[config.mk]
export PLATFORM = sky130hd
export DESIGN_NAME = edpc_top
export DESIGN_NICKNAME = d
export VERILOG_FILES = /design/src/hdl/edpc_pkg.sv /design/src/hdl/edpc_top.sv
export SDC_FILE = /design/constraint.sdc
export NUM_CORES = 1
export LEC_CHECK = 0
export BUFFER_PORTS_ARGS = -buffer_cell sky130_fd_sc_hd__buf_2
export CAP_MARGIN = 0
export CORE_UTILIZATION = 59
export CTS_BUF_LIST = sky130_fd_sc_hd__clkbuf_8 sky130_fd_sc_hd__clkbuf_16
export DETAILED_ROUTE_END_ITERATION = 8
export GPL_ROUTABILITY_DRIVEN = 0
export PLACE_DENSITY_LB_ADDON = 0.12
export SLEW_MARGIN = 20
export SYNTH_ARGS = -nofsm -noshare
export SYNTH_HDL_FRONTEND = slang
export SYNTH_SLANG_ARGS = --single-unit
[constraint.sdc]
create_clock -name hclk -period 3.9 [get_ports hclk]
set_input_delay 0.39 -clock hclk [delete_from_list [all_inputs] [get_ports hclk]]
set_output_delay 0.39 -clock hclk [all_outputs]
set_load 0.05 [all_outputs]
[src/hdl/edpc_pkg.sv]
// Package for the energy detect power control block.
// Assumes a 50 MHz bus clock and an AHB-Lite register port.
package edpc_pkg;

	// ********************************
	// Register map (byte addresses)
	// ********************************
	localparam logic [7:0] EDPC_CTRL_OFS = 8'h00;
	localparam logic [7:0] EDPC_IRQ_STAT_OFS = 8'h04;
	localparam logic [7:0] EDPC_IRQ_MASK_OFS = 8'h08;

	// ********************************
	// Field positions
	// ********************************
	localparam int EDPC_ALLOW_BIT = 15;
	localparam int EDPC_AUTO_UP_BIT = 14;
	localparam int EDPC_AUTO_DN_BIT = 13;
	localparam int EDPC_MAN_BIT = 12;
	localparam int EDPC_BURST_OFF_BIT = 11;
	localparam int EDPC_PWR_BIT = 10;
	localparam int EDPC_ERR_MET_BIT = 9;
	localparam int EDPC_DATA_MET_BIT = 8;
	localparam int EDPC_ERR_THR_LSB = 4;
	localparam int EDPC_DATA_THR_LSB = 0;

	// Interrupt status bits
	localparam int EDPC_IRQ_UP_BIT = 0;
	localparam int EDPC_IRQ_DOWN_BIT = 1;
	localparam int EDPC_IRQ_DATA_BIT = 2;
	localparam int EDPC_IRQ_ERR_BIT = 3;
	localparam int EDPC_IRQ_W = 4;

	// ********************************
	// Reset values and timing
	// ********************************
	localparam logic [3:0] EDPC_THR_RST = 4'h1;
	localparam logic EDPC_AUTO_RST = 1'b1;
	localparam logic [2:0] EDPC_BURST_LEN = 3'h4;
	localparam longint EDPC_CLK_HZ = 50000000;
	localparam longint EDPC_QUIET_MS = 2000;
	localparam longint EDPC_QUIET_CYC = EDPC_QUIET_MS * (EDPC_CLK_HZ / 1000);
	localparam int EDPC_SEQ_CYC = 16;

	typedef struct packed {
		logic allow;
		logic auto_up;
		logic auto_dn;
		logic burst_off;
		logic [3:0] err_thr;
		logic [3:0] data_thr;
	} edpc_cfg_t;

	typedef enum logic [1:0] {
		EDPC_DOWN = 2'b00,
		EDPC_GO_UP = 2'b01,
		EDPC_UP = 2'b10,
		EDPC_GO_DOWN = 2'b11
	} edpc_state_t;

endpackage

[src/hdl/edpc_top.sv]
// Energy detect power control for one port, with AHB-Lite registers.
// Assumes line events are single-cycle pulses synchronous to hclk.
//
// Design decisions made here: the AHB-Lite interface to the registers and the placing of the registers.
`timescale 1ns/10ps
module edpc_top #(
	parameter longint QUIET_CYC = edpc_pkg::EDPC_QUIET_CYC,
	parameter int SEQ_CYC = edpc_pkg::EDPC_SEQ_CYC
) (
	// Clock and reset
	input wire logic hclk,
	input wire logic hresetn,
	// Strap sampled after reset
	input wire logic strap_allow,
	// AHB-Lite slave
	input wire logic hsel,
	input wire logic [31:0] haddr,
	input wire logic [1:0] htrans,
	input wire logic hwrite,
	input wire logic [2:0] hsize,
	input wire logic [31:0] hwdata,
	input wire logic hready,
	output logic [31:0] hrdata,
	output logic hreadyout,
	output logic hresp,
	// Line front end
	input wire logic energy_present,
	input wire logic data_event,
	input wire logic error_event,
	output logic rx_power_on,
	output logic detect_pulse,
	// Interrupt
	output logic irq
);

	if (QUIET_CYC < 2 || QUIET_CYC > 64'hFFFFFFFF || SEQ_CYC < 1
		|| SEQ_CYC > 255) begin : g_bad_param
		$error("edpc_top: parameter out of range");
	end

	// ********************************
	// Bus slave
	// ********************************
	logic wr_pend_r, wr_pend_nxt;
	logic [7:0] wr_addr_r, wr_addr_nxt;
	logic strap_done_r, strap_done_nxt;
	edpc_pkg::edpc_cfg_t cfg_r, cfg_nxt;
	logic man_r, man_nxt;
	logic err_met_r, err_met_nxt;
	logic data_met_r, data_met_nxt;
	logic [edpc_pkg::EDPC_IRQ_W-1:0] irq_stat_r, irq_stat_nxt, irq_mask_r, irq_mask_nxt;
	logic [31:0] hrdata_nxt;
	logic [edpc_pkg::EDPC_IRQ_W-1:0] irq_ev;
	logic ctrl_rd;
	edpc_pkg::edpc_state_t st_r, st_nxt;
	logic [7:0] seq_cnt_r, seq_cnt_nxt;
	logic [2:0] pulse_cnt_r, pulse_cnt_nxt;
	logic pulse_r, pulse_nxt;
	logic [3:0] data_cnt_r, data_cnt_nxt, err_cnt_r, err_cnt_nxt;
	logic [31:0] quiet_r, quiet_nxt;
	logic data_hit, err_hit;

	wire logic addr_ph = hsel && hready && htrans[1];
	wire logic [15:0] ctrl_word = {cfg_r.allow, cfg_r.auto_up, cfg_r.auto_dn, man_r,
		cfg_r.burst_off, rx_power_on, err_met_r, data_met_r, cfg_r.err_thr, cfg_r.data_thr};

	assign hreadyout = 1'b1;
	assign hresp = 1'b0;
	assign ctrl_rd = addr_ph && !hwrite && haddr[7:0] == edpc_pkg::EDPC_CTRL_OFS;

	always_comb begin
		wr_pend_nxt = addr_ph && hwrite;
		wr_addr_nxt = addr_ph ? haddr[7:0] : wr_addr_r;
		hrdata_nxt = hrdata;
		if (addr_ph && !hwrite) begin
			case (haddr[7:0])
				edpc_pkg::EDPC_CTRL_OFS: hrdata_nxt = {16'h0000, ctrl_word};
				edpc_pkg::EDPC_IRQ_STAT_OFS: hrdata_nxt = {28'h0000000, irq_stat_r};
				edpc_pkg::EDPC_IRQ_MASK_OFS: hrdata_nxt = {28'h0000000, irq_mask_r};
				default: hrdata_nxt = 32'h00000000;
			endcase
		end
		// Strap lands one cycle after release, never inside the reset branch
		strap_done_nxt = 1'b1;
		cfg_nxt = cfg_r;
		if (!strap_done_r) begin
			cfg_nxt.allow = strap_allow;
		end
		man_nxt = 1'b0;
		irq_mask_nxt = irq_mask_r;
		if (wr_pend_r && wr_addr_r == edpc_pkg::EDPC_CTRL_OFS) begin
			cfg_nxt.allow = hwdata[edpc_pkg::EDPC_ALLOW_BIT];
			cfg_nxt.auto_up = hwdata[edpc_pkg::EDPC_AUTO_UP_BIT];
			cfg_nxt.auto_dn = hwdata[edpc_pkg::EDPC_AUTO_DN_BIT];
			cfg_nxt.burst_off = hwdata[edpc_pkg::EDPC_BURST_OFF_BIT];
			cfg_nxt.err_thr = hwdata[edpc_pkg::EDPC_ERR_THR_LSB+:4];
			cfg_nxt.data_thr = hwdata[edpc_pkg::EDPC_DATA_THR_LSB+:4];
			man_nxt = hwdata[edpc_pkg::EDPC_MAN_BIT];
		end
		if (wr_pend_r && wr_addr_r == edpc_pkg::EDPC_IRQ_MASK_OFS) begin
			irq_mask_nxt = hwdata[edpc_pkg::EDPC_IRQ_W-1:0];
		end
		// Set wins over both clear-on-read and write-one-to-clear
		err_met_nxt = (err_met_r && !ctrl_rd) || err_hit;
		data_met_nxt = (data_met_r && !ctrl_rd) || data_hit;
		irq_stat_nxt = irq_stat_r;
		if (wr_pend_r && wr_addr_r == edpc_pkg::EDPC_IRQ_STAT_OFS) begin
			irq_stat_nxt = irq_stat_r & ~hwdata[edpc_pkg::EDPC_IRQ_W-1:0];
		end
		irq_stat_nxt = irq_stat_nxt | irq_ev;
	end

	always_ff @(posedge hclk or negedge hresetn) begin
		if (!hresetn) begin
			wr_pend_r <= 1'b0;
			wr_addr_r <= 8'h00;
			hrdata <= 32'h00000000;
			strap_done_r <= 1'b0;
			cfg_r <= '{allow: 1'b0, auto_up: edpc_pkg::EDPC_AUTO_RST,
				auto_dn: edpc_pkg::EDPC_AUTO_RST, burst_off: 1'b0,
				err_thr: edpc_pkg::EDPC_THR_RST, data_thr: edpc_pkg::EDPC_THR_RST};
			man_r <= 1'b0;
			err_met_r <= 1'b0;
			data_met_r <= 1'b0;
			irq_stat_r <= '0;
			irq_mask_r <= '0;
		end else begin
			wr_pend_r <= wr_pend_nxt;
			wr_addr_r <= wr_addr_nxt;
			hrdata <= hrdata_nxt;
			strap_done_r <= strap_done_nxt;
			cfg_r <= cfg_nxt;
			man_r <= man_nxt;
			err_met_r <= err_met_nxt;
			data_met_r <= data_met_nxt;
			irq_stat_r <= irq_stat_nxt;
			irq_mask_r <= irq_mask_nxt;
		end
	end

	assign irq = |(irq_stat_r & irq_mask_r);

	// ********************************
	// Event counting and power sequencing
	// ********************************
	// Counters saturate at 15, so a threshold of 0 is met by the first event
	assign data_hit = cfg_r.allow && data_event && st_r == edpc_pkg::EDPC_DOWN
		&& data_cnt_r + 5'd1 >= {1'b0, cfg_r.data_thr};
	assign err_hit = cfg_r.allow && error_event
		&& err_cnt_r + 5'd1 >= {1'b0, cfg_r.err_thr};

	always_comb begin
		st_nxt = st_r;
		seq_cnt_nxt = seq_cnt_r;
		pulse_cnt_nxt = pulse_cnt_r;
		pulse_nxt = 1'b0;
		data_cnt_nxt = data_cnt_r;
		err_cnt_nxt = err_cnt_r;
		quiet_nxt = quiet_r;
		irq_ev = '0;
		if (cfg_r.allow) begin
			if (data_event) begin
				quiet_nxt = 32'h00000000;
				if (data_cnt_r != 4'hF) data_cnt_nxt = data_cnt_r + 4'h1;
			end else if (quiet_r >= 32'(QUIET_CYC - 1)) begin
				quiet_nxt = 32'h00000000;
				data_cnt_nxt = 4'h0;
				err_cnt_nxt = 4'h0;
			end else begin
				quiet_nxt = quiet_r + 32'h00000001;
			end
			if (error_event && err_cnt_r != 4'hF) err_cnt_nxt = err_cnt_r + 4'h1;
		end
		irq_ev[edpc_pkg::EDPC_IRQ_DATA_BIT] = data_hit;
		irq_ev[edpc_pkg::EDPC_IRQ_ERR_BIT] = err_hit;
		case (st_r)
			edpc_pkg::EDPC_DOWN: begin
				if (cfg_r.allow && (man_r || (cfg_r.auto_up && data_hit))) begin
					st_nxt = edpc_pkg::EDPC_GO_UP;
					pulse_cnt_nxt = cfg_r.burst_off ? 3'h1 : edpc_pkg::EDPC_BURST_LEN;
					seq_cnt_nxt = 8'h00;
				end
			end
			edpc_pkg::EDPC_GO_UP: begin
				// One pulse every other cycle
				if (pulse_cnt_r != 3'h0 && !pulse_r) begin
					pulse_nxt = 1'b1;
					pulse_cnt_nxt = pulse_cnt_r - 3'h1;
				end
				seq_cnt_nxt = seq_cnt_r + 8'h01;
				if (pulse_cnt_r == 3'h0 && seq_cnt_r >= 8'(SEQ_CYC - 1)) begin
					st_nxt = edpc_pkg::EDPC_UP;
					irq_ev[edpc_pkg::EDPC_IRQ_UP_BIT] = 1'b1;
					data_cnt_nxt = 4'h0;
					err_cnt_nxt = 4'h0;
				end
			end
			edpc_pkg::EDPC_UP: begin
				if (cfg_r.allow && (man_r || (cfg_r.auto_dn && !energy_present))) begin
					st_nxt = edpc_pkg::EDPC_GO_DOWN;
					seq_cnt_nxt = 8'h00;
				end
			end
			edpc_pkg::EDPC_GO_DOWN: begin
				seq_cnt_nxt = seq_cnt_r + 8'h01;
				if (seq_cnt_r >= 8'(SEQ_CYC - 1)) begin
					st_nxt = edpc_pkg::EDPC_DOWN;
					irq_ev[edpc_pkg::EDPC_IRQ_DOWN_BIT] = 1'b1;
					data_cnt_nxt = 4'h0;
					err_cnt_nxt = 4'h0;
				end
			end
			default: st_nxt = edpc_pkg::EDPC_DOWN;
		endcase
	end

	always_ff @(posedge hclk or negedge hresetn) begin
		if (!hresetn) begin
			st_r <= edpc_pkg::EDPC_DOWN;
			seq_cnt_r <= 8'h00;
			pulse_cnt_r <= 3'h0;
			pulse_r <= 1'b0;
			data_cnt_r <= 4'h0;
			err_cnt_r <= 4'h0;
			quiet_r <= 32'h00000000;
		end else begin
			st_r <= st_nxt;
			seq_cnt_r <= seq_cnt_nxt;
			pulse_cnt_r <= pulse_cnt_nxt;
			pulse_r <= pulse_nxt;
			data_cnt_r <= data_cnt_nxt;
			err_cnt_r <= err_cnt_nxt;
			quiet_r <= quiet_nxt;
		end
	end

	// Power state moves only at the end of a sequence
	assign rx_power_on = st_r == edpc_pkg::EDPC_UP || st_r == edpc_pkg::EDPC_GO_DOWN;
	assign detect_pulse = pulse_r;

	// ********************************
	// Assertions
	// ********************************
	man_clear_a: assert property (@(posedge hclk) disable iff (!hresetn)
		man_r |=> !man_r) else $error("manual bit did not self-clear");
	up_start_a: assert property (@(posedge hclk) disable iff (!hresetn)
		st_r == edpc_pkg::EDPC_DOWN && cfg_r.allow && cfg_r.auto_up && data_hit
		|=> st_r == edpc_pkg::EDPC_GO_UP) else $error("no power-up on threshold");
	down_start_a: assert property (@(posedge hclk) disable iff (!hresetn)
		st_r == edpc_pkg::EDPC_UP && cfg_r.allow && cfg_r.auto_dn && !energy_present
		|=> st_r == edpc_pkg::EDPC_GO_DOWN) else $error("no power-down on silence");
	allow_gate_a: assert property (@(posedge hclk) disable iff (!hresetn)
		!cfg_r.allow && st_r == edpc_pkg::EDPC_DOWN |=> st_r == edpc_pkg::EDPC_DOWN)
		else $error("left power-down while disabled");
	strap_load_a: assert property (@(posedge hclk) disable iff (!hresetn)
		!strap_done_r && !wr_pend_r |=> cfg_r.allow == $past(strap_allow))
		else $error("enable bit not loaded from strap");
	burst_one_a: assert property (@(posedge hclk) disable iff (!hresetn)
		$rose(st_r == edpc_pkg::EDPC_GO_UP) && cfg_r.burst_off |-> pulse_cnt_r == 3'h1)
		else $error("burst not single");
	burst_four_a: assert property (@(posedge hclk) disable iff (!hresetn)
		$rose(st_r == edpc_pkg::EDPC_GO_UP) && !cfg_r.burst_off |-> pulse_cnt_r == 3'h4)
		else $error("burst not four");
	pulse_state_a: assert property (@(posedge hclk) disable iff (!hresetn)
		st_r != edpc_pkg::EDPC_GO_UP |-> !pulse_r)
		else $error("detect pulse outside power-up");
	pwr_bit_a: assert property (@(posedge hclk) disable iff (!hresetn)
		st_r == edpc_pkg::EDPC_GO_UP ##1 st_r == edpc_pkg::EDPC_UP |-> ctrl_word[10])
		else $error("power bit low after power-up");
	data_flag_a: assert property (@(posedge hclk) disable iff (!hresetn)
		data_hit |=> data_met_r) else $error("data flag not set");
	err_flag_a: assert property (@(posedge hclk) disable iff (!hresetn)
		err_met_r && ctrl_rd && !err_hit |=> !err_met_r) else $error("error flag not cleared");
	count_restart_a: assert property (@(posedge hclk) disable iff (!hresetn)
		st_r != st_nxt && (st_nxt == edpc_pkg::EDPC_UP || st_nxt == edpc_pkg::EDPC_DOWN)
		|=> data_cnt_r == 4'h0) else $error("count not restarted");
	quiet_reset_a: assert property (@(posedge hclk) disable iff (!hresetn)
		cfg_r.allow && !data_event && quiet_r >= 32'(QUIET_CYC - 1) |=> data_cnt_r == 4'h0)
		else $error("count kept after quiet time");
	thr_reset_a: assert property (@(posedge hclk)
		$rose(hresetn) |-> cfg_r.data_thr == edpc_pkg::EDPC_THR_RST
		&& cfg_r.err_thr == edpc_pkg::EDPC_THR_RST) else $error("threshold reset value wrong");

	up_cov: cover property (@(posedge hclk) disable iff (!hresetn)
		st_r == edpc_pkg::EDPC_GO_UP ##1 st_r == edpc_pkg::EDPC_UP);
	down_cov: cover property (@(posedge hclk) disable iff (!hresetn)
		st_r == edpc_pkg::EDPC_GO_DOWN ##1 st_r == edpc_pkg::EDPC_DOWN);
	man_cov: cover property (@(posedge hclk) disable iff (!hresetn)
		man_r && st_r == edpc_pkg::EDPC_UP);
	irq_cov: cover property (@(posedge hclk) disable iff (!hresetn) $rose(irq));

endmodule // edpc_top

**Yosys cells after proc, flatten, opt, wreduce, memory -nomap -nowiden**

Cells that the tools add are included.
W data, S select, Z words.

- Word-level logic and storage cells: 133
- Output and inout port bits: 37
- Input bits: 78
- Register bits: 119

- Mux-type cells: 39
- Reduce and logical (&&, ||, !) cells: 42
- $lt $le $gt $ge: 4
- Bitwise gates (word level): 4
- Equal/unequal tests: 15
- $add $sub $neg: 7

Operators by type and width:

| operator | number |
|---|---|
| $mux W32 | 2 |
| $mux W4 | 13 |
| $pmux W16 S3 | 1 |
| $add A32 B1 Y32 const B | 1 |
| $ge A32 B27 Y1 const B | 1 |
| $pmux W8 S3 | 1 |
| $logic_and A1 B1 Y1 | 22 |
| $eq A8 B3 Y1 const B | 2 |
| $eq A8 B4 Y1 const B | 2 |
| $logic_not A8 Y1 | 2 |
| $mux W8 | 2 |
| $pmux W4 S2 | 2 |
| $mux W12 | 1 |
| $add A4 B1 Y5 const B | 2 |
| $ge A5 B4 Y1 | 2 |
| $mux W3 | 3 |
| $add A4 B1 Y4 const B | 2 |
| $add A8 B1 Y8 const B | 1 |
| $and A4 B4 Y4 | 2 |
| $ge A8 B4 Y1 const B | 1 |
| $mux W1 | 8 |
| $mux W2 | 4 |
| $ne A2 B2 Y1 const B | 4 |
| $ne A4 B4 Y1 const B | 2 |
| 19 further kinds | 28 |

**Depth between registers and ports, before layout**

Gate-level depths: netlist of run 1.

- Depth in word-level cells: 8
- Gate-level depth with buffers: 10
- Mapped depth without buffers: 9

**Least setup slack after synthesis of run 1**

No wires, ideal clock.

- Path kind: register to register
- From: reg data_cnt_r[0]
- To: reg seq_cnt_r[3]
- Setup time: 0.110 ns
- Cell stages (with the launch flop): 11
- Path slack: 1.426 ns
- Period minus slack after synthesis: 2.474 ns
- Required time: 3.790 ns
- Arrival: 2.363 ns
- Path buffers: 1
- Path through: dfrtp_1 > ha_1 > xor2_1 > ha_1 > nand2_1 > o21ai_0 > a311oi_1 > and2_0 > clkbuf_1 > or2_2 > o41ai_1

- Cells in the longest elaborated chain, start to end: 8

RTL lines:

| what | RTL line | RTL |
|---|---|---|
| from (decl) | edpc_top.sv:59 | `logic [3:0] data_cnt_r, data_cnt_nxt, err_cnt_r, err_cnt_nxt;` |
| from (signal assigned) | edpc_top.sv:231 | `data_cnt_r <= data_cnt_nxt;` |
| $add A4 B1 Y5 | edpc_top.sv:148 | `&& data_cnt_r + 5'd1 >= {1'b0, cfg_r.data_thr};` |
| $ge A5 B4 Y1 | edpc_top.sv:148 |  |
| $logic_and A1 B1 Y1 | edpc_top.sv:148 |  |
| $logic_and A1 B1 Y1 | edpc_top.sv:178 | `if (cfg_r.allow && (man_r \|\| (cfg_r.auto_up && data_hit))) begin` |
| $logic_or A1 B1 Y1 | edpc_top.sv:178 |  |
| $logic_and A1 B1 Y1 | edpc_top.sv:178 |  |
| $ne A2 B1 Y1 (no source line) | - |  |
| $reduce_and A2 Y1 (no source line) | - |  |
| to (signal assigned) | edpc_top.sv:228 | `seq_cnt_r <= seq_cnt_nxt;` |
| to (decl) | edpc_top.sv:56 | `logic [7:0] seq_cnt_r, seq_cnt_nxt;` |

No other way between the ends.
A chain may end at the register's enable or synchronous reset.

**Final worst setup path of run 1**

- From: reg quiet_r[30]
- To: reg quiet_r[5]

- Cells in the longest elaborated chain, start to end: 3

RTL lines:

| what | RTL line | RTL |
|---|---|---|
| from (decl) | edpc_top.sv:60 | `logic [31:0] quiet_r, quiet_nxt;` |
| from (signal assigned) | edpc_top.sv:233 | `quiet_r <= quiet_nxt;` |
| $ge A32 B27 Y1 | edpc_top.sv:165 | `end else if (quiet_r >= 32'(QUIET_CYC - 1)) begin` |
| $mux W32 | edpc_top.sv:165 |  |
| $mux W32 | edpc_top.sv:162 | `if (data_event) begin` |

No other way between the ends.

==> results of run 1 <==
synth_stat cells (9+ instances only):
cell / number / area (sq um)
dfrtp_1: 99 / 2480
nand2_1: 62 / 233
o21ai_0: 50 / 250
nor2_1: 33 / 124
a21oi_1: 22 / 110
nand3_1: 21 / 105
nor3_1: 20 / 100
ha_1: 19 / 238
mux2_2: 19 / 214
buf_4: 18 / 135
inv_1: 18 / 67.6
a31oi_1: 16 / 100
clkbuf_1: 15 / 56.3
nor2b_1: 13 / 81.3
a22o_1: 12 / 105
and3_1: 11 / 68.8
mux2i_1: 9 / 90.1
nand2b_1: 9 / 56.3
metrics by stage:
stage / total power (W) / util / instance area (sq um) / setup slack, ps
finish: 0.00311 / 0.673 / 5920 / 1000
global route: 0.00332 / 0.673 / 5920 / 736
CTS: 0.00312 / 0.673 / 5920 / 1000
detailed placement: 0.00236 / 0.647 / 5700 / 1050
global placement: 0.00230 / 0.647 / 5700 / 1070
floorplan: 0.00212 / - / 5500 / 1430
kinds of logic after synthesis:
group                      synth area share
adders and majority gates            0.0437
muxes                                0.0559
AOI/OAI and AO/OA                     0.168
and+or+nand+nor                       0.196
other                               0.00138
DFF                                   0.475
buffers and inverters                0.0534
xor gates and xnor gates            0.00644
worst max-delay path by stage:
stage	cells after the start	end	start
global route	6	quiet_r[5]	quiet_r[30]
finish	6	quiet_r[5]	quiet_r[30]
CTS	6	quiet_r[5]	quiet_r[30]
floorplan	10	seq_cnt_r[3]	data_cnt_r[0]
global placement	9	st_r[1]	data_cnt_r[0]
detailed placement	9	st_r[1]	data_cnt_r[0]
metal layers:
layer  part of all wire  vias to the layer above  wire length (um)  global-route usage
li1                   -                     2102                 -                   -
met4              0.017                        0               191              0.0956
met3              0.041                       15               455              0.0358
met1               0.46                     2076              5080               0.318
met5                  0                        -                 0                   0
met2               0.49                      108              5400               0.431
layout make-up:
cell class,instances,share of cell area
multi-input combinational,423,0.445
clock inverter,7,0.0173
timing repair buffer,53,0.0469
tap,108,0.0228
clock buffer,9,0.0209
inverter,18,0.0114
sequential,103,0.436
power breakdown:
group | internal (W) | switching, W | total, W
combinational | 0.000379 | 0.000614 | 0.000993
clock | 0.000371 | 0.000387 | 0.000758
sequential | 0.00121 | 0.000147 | 0.00136
total | 0.00196 | 0.00115 | 0.00311
flip-flops by register name (all words and copies together) (netlist names), 8 cells and up:
register and cells:
seq_cnt_r 8, cfg_r 12, wr_addr_r 8, quiet_r 32
hrdata 16
==> summary.md, run 1 <==
| Metric | Value |
|---|---|
| Core ar. | 8810 sq um |
| # hold bufs at CTS | 0 |
| HPWL Detailed | 7930 um |
| Clock Skew | 11.5 ps |
| Hold crit path type | input port to asynchronous set/reset pin |
| Peak supply drop | 0.000241 V |
| R2R Path Start | quiet_r[30] |
| CP max-delay cell | nor2_2 |
| Drt total wl | 11100 um |
| Delay of the slowest critical-path stage | 780 ps |
| Worst path cell trace | nor4_1 > nand2_1 > or3_1 > nor2_2 > o21ai_0 > a31oi_1 |
| Clk buf depth | 2 |
| # clock sinks | 103 |
| Worst-Skew Late Latency | 370 ps |
| Wirelength per Cell | 15.4 um |
| Period minus WS final | 2900 ps |
| Failing checks | DRC |
| RSZ-0062 raised after global routing | false |
| Most common cell after layout, fill and taps aside | dfrtp_1 |
| Setup TNS Final | 0 ps |
| Total GRT Usage | 0.250 |
| Synth cell types | 63 |
| Share of flip-flops with an asynchronous set or reset | 1.00 |
| Post-cts sizing count | 0 |
| FMAX | 345 MHz |
| Multi-input logic area | 2630 sq um |
| Worst EP required | 4190 ps |
| Worst reg2reg path depth | 6 |
| Antenna violations before repair | 0 |
| Leak pwr | 2.81 nW |
| Critical path class | register to register |
| Tcrit/Tclk final | 0.743 |
| Post-Layout Cell Count | 721 |
| Largest net degree at the start of global routing | 79 |
| Total of max-cap violations | 0 |
| Layout cells sized above 1 | 0.168 |
| Fin nets | 705 |
| Status | complete, but fails checks |
| Bufs and invs on worst path | 0 |
| Number of fillers in the final layout | 696 |
| CTS root buf | clkbuf_8 |
| Number of flops mapped to enable cells by yosys | 0 |
| Via count | 4301 |
| Post-CTS setup buffer count | 0 |
| Mean Syn Cell Area | 9.62 sq um |
| Die Ht | 98 um |
| Max Slew Vio Count | 0 |
| Placed cells | 705 |
| Slew margin rel. | 0.336 |
| DRC viols | 9 |
| Final-report setup violation count | 0 |
| Total clock buffers created by CTS | 9 |
| Final ANT Viol Nets | 0 |
| Most frequent cells in the layout | dfrtp_1, nand2_1, o21ai_0 |
| Number of port buffers | 49 |
| Starting DRT DRC Count | 243 |
| Crit Reg-Reg Endpoint | quiet_r[5] |
| Drt pass-1 iters | 6 |
| Clock transition at path regs | 110 ps |
| Vias in the first global route | 4177 |
| Setup slack, reg-to-reg | 1000 ps |
| Register area | 2580 sq um |
| Crit Path Max Fanout | 27 |
| Fin. Hold Viols | 0 |
| Initial core utilization | 0.618 |
| Via/cell ratio | 5.97 |
| CTS tree | built |
| Largest delay share family, worst path | simple AND/OR/NAND/NOR gates |
| Final hold slack | 152 ps |
| Syn Inst Count | 565 |
| Yosys warns | 0 |
| Predominant post-synthesis flop cell | dfrtp_1 |
| Area Growth Syn to Fin | 8.93% |
| FP Rows | 34 |
| First-pass GRT wire length | 19400 um |
| GRT overflow | 0 |
| Type of origin of the critical path | register |
| Pwr dens | 526 nW/um^2 |
| Synth Cell Area | 5440 sq um |
| Worst-Margin Slew | 995 ps |
| Post-synthesis sequential area ratio | 0.475 |
| Die ar. | 9600 sq um |
| Htree depth | 3 |
| Antenna Cells | 0 |
| WP data arrival | 3190 ps |
| #FFs+latches synth | 103 |
| Die width | 98 um |
| IO Count | 115 |
| Worst Setup End Kind | register |
Note: power is estimated with default switching activity, not from simulation.
==> inputs of run 2 (changes only) <==
ABC_AREA = 1   (was default)
CORE_UTILIZATION = 56   (was 59)
clock period = 3.03 ns   (was 3.9 ns; I/O delays follow)
==> summary.md, run 2 <==
| Metric | Value |
|---|---|
| Peak supply drop | 0.000611 V |
| Worst EP required | 3300 ps |
| Tcrit/Tclk final | 0.759 |
| Largest register FFs | 32 |
| Mean Syn Cell Area | 8.01 sq um |
| Delay of the slowest critical-path stage | 450 ps |
| Die Ht | 103 um |
| Number of port buffers | 49 |
| Hold crit path type | input port to register |
| Total of max-cap violations | 0 |
| Worst path cell trace | ha_1 > xor2_1 > ha_1 > nand2_1 > inv_1 > nand2_1 > nand2_1 > nand2_1 > nand2_1 > nand3_1 > nand2_1 > nand2_1 > nand2_2 > nand2_2 > nand2_1 > o21ai_1 |
| Antenna Cells | 0 |
| Critical path class | register to register |
| # clock sinks | 103 |
| Post-CTS setup buffer count | 0 |
| GRT overflow | 0 |
| Final-report setup violation count | 0 |
| CTS root buf | clkbuf_8 |
| IO Count | 115 |
| WP data arrival | 2570 ps |
| Htree depth | 3 |
| Share of flip-flops with an asynchronous set or reset | 1.00 |
| Clock transition at path regs | 90 ps |
| Worst-Margin Slew | 756 ps |
| Worst path depth | 16 |
| Die ar. | 10600 sq um |
| Largest net degree at the start of global routing | 63 |
| Yosys warns | 0 |
| Worst-Skew Late Latency | 390 ps |
| Pwr dens | 639 nW/um^2 |
| Leak pwr | 3.10 nW |
| Most frequent cell after synthesis | nand2_1 |
| Largest regs | quiet_r (32), hrdata (16), cfg_r (12) |
| Die width | 103 um |
| Hold depth | 3 |
| Total GRT Usage | 0.246 |
| Initial core utilization | 0.580 |
| DRC viols | 0 |
| Number of flops mapped to enable cells by yosys | 0 |
| Fin nets | 858 |
| Type of origin of the critical path | register |
| CTS tree | built |
| Max Slew Vio Count | 0 |
| Layout cells sized above 1 | 0.150 |
| Top-area cell type share of the netlist area | 0.435 |
| Final Power | 0.00398 W |
| FMAX | 435 MHz |
| Synth Cell Area | 5690 sq um |
| Core ar. | 9820 sq um |
| Fin. Hold Viols | 0 |
| Most frequent cells in the layout | nand2_1, dfrtp_1, inv_1 |
| Synth area leader | dfrtp_1 |
| Vias in the first global route | 4417 |
| Drt pass-1 iters | 5 |
| Slew margin rel. | 0.492 |
| Synth cell types | 40 |
| Predominant post-synthesis flop cell | dfrtp_1 |
| Crit Path Max Fanout | 16 |
| Largest reg by FF count | quiet_r |
| Period minus WS final | 2300 ps |
| Via count | 4687 |
| Via/cell ratio | 5.21 |
| Setup TNS Final | 0 ps |
| Clock Skew | 14.3 ps |
| Post-synthesis sequential area ratio | 0.454 |
| Total clock buffers created by CTS | 9 |
| CP max-delay cell | dfrtp_1 |
| RSZ-0062 raised after global routing | false |
| Area Growth Syn to Fin | 9.43% |
| Starting DRT DRC Count | 274 |
| HPWL Detailed | 8730 um |
| #FFs+latches synth | 103 |
| FP Rows | 36 |
| Worst Setup End Kind | register |
| Most common cell after layout, fill and taps aside | nand2_1 |
| First-pass GRT wire length | 20100 um |
| Antenna violations before repair | 0 |
| Bufs and invs on worst path | 1 |
| Clk buf depth | 2 |
| Syn Inst Count | 711 |
| Post-synth top cells | nand2_1, dfrtp_1, inv_1, nor2_1, o21ai_0 |
| Status | finished clean |
| Synth top area cells | dfrtp_1, nand2_1, inv_1 |
| Wirelength per Cell | 13.0 um |
| Worst reg2reg path depth | 16 |
| Largest delay share family, worst path | simple AND/OR/NAND/NOR gates |
| Final ANT Viol Nets | 0 |
| CP dominant cell by count | nand2_1 |
| Drt total wl | 11700 um |
## run 2: cell count changes in the layout (fill, tap and decap cells not counted), sizes merged, moves of 9 or more
cell    delta
o21ai     +28
mux2      -19
and3      -11
o22ai      +9
nor2b     -13
a31oi     -14
nand4     +11
nand2b     -9
a22o      -11
nor2      +29
nand3     +14
nand2    +111
inv       +81
xor2      +14
## run 2: cell type report
cell class,instances,area [sq um]
tap,133,166
clock buffer,10,138
multi-input combinational,493,2590
timing repair buffer,53,293
sequential,103,2580
clock inverter,6,85.1
fill,897,3590
inverter,101,379
## run 2: per-stage QoR
step                worst slack [ps]  std cells  area (sq um)  hold slack (ps)  utilization
global placement                 827        882          6000              322        0.611
CTS                              726        899          6230              119        0.635
global route                     474        899          6230              123        0.635
floorplan                        995        728          5760             7.41            -
detailed placement               740        882          6000              326        0.611
finish                           729        899          6230              134        0.635
## run 2: power by group
part	internal [W]	total (W)	switching [W]
Clock	0.000485	0.000955	0.000470
Sequential	0.00158	0.00175	0.000170
Combinational	0.000444	0.00128	0.000836
## run 2: worst paths after layout
path | slack (ps) | end | startpoint
min reg2reg | 460 | detect_pulse | detect_pulse
min | 130 | wr_pend_r | hwrite
max in group asynchronous | 1850 | cfg_r[0] | hresetn
max | 730 | seq_cnt_r[5] | data_cnt_r[0]
min in group asynchronous | 440 | hrdata[5] | hresetn
max reg2reg | 730 | seq_cnt_r[5] | data_cnt_r[0]
## run 2: tightest hold or removal path: stages
cell	delay, ps
buf_2	110
inv_1	40
nor2_1	30
## run 2: layer usage
layer	vias up	global-route usage	wire length, um
met5	-	0	0
met4	0	0.0574	93
met3	7	0.0631	529
met2	99	0.408	5570
met1	2238	0.325	5500
li1	2343	-	-
## run 2: cell families after synthesis
family / Yosys count / synth area share
and+or+nand+nor: 314 / 0.254
AOI/OAI and AO/OA: 119 / 0.113
xor gates and xnor gates: 21 / 0.0323
buffers and inverters: 132 / 0.103
DFF: 103 / 0.454
adders and majority gates: 19 / 0.0417
muxes: 1 / 0.00176
other: 2 / 0.00132
## run 2: repair_timing
action                    4_1_cts  5_1_grt
hold buffers                    1        0
hold endpoints to repair       41        0
resized for setup               0        0
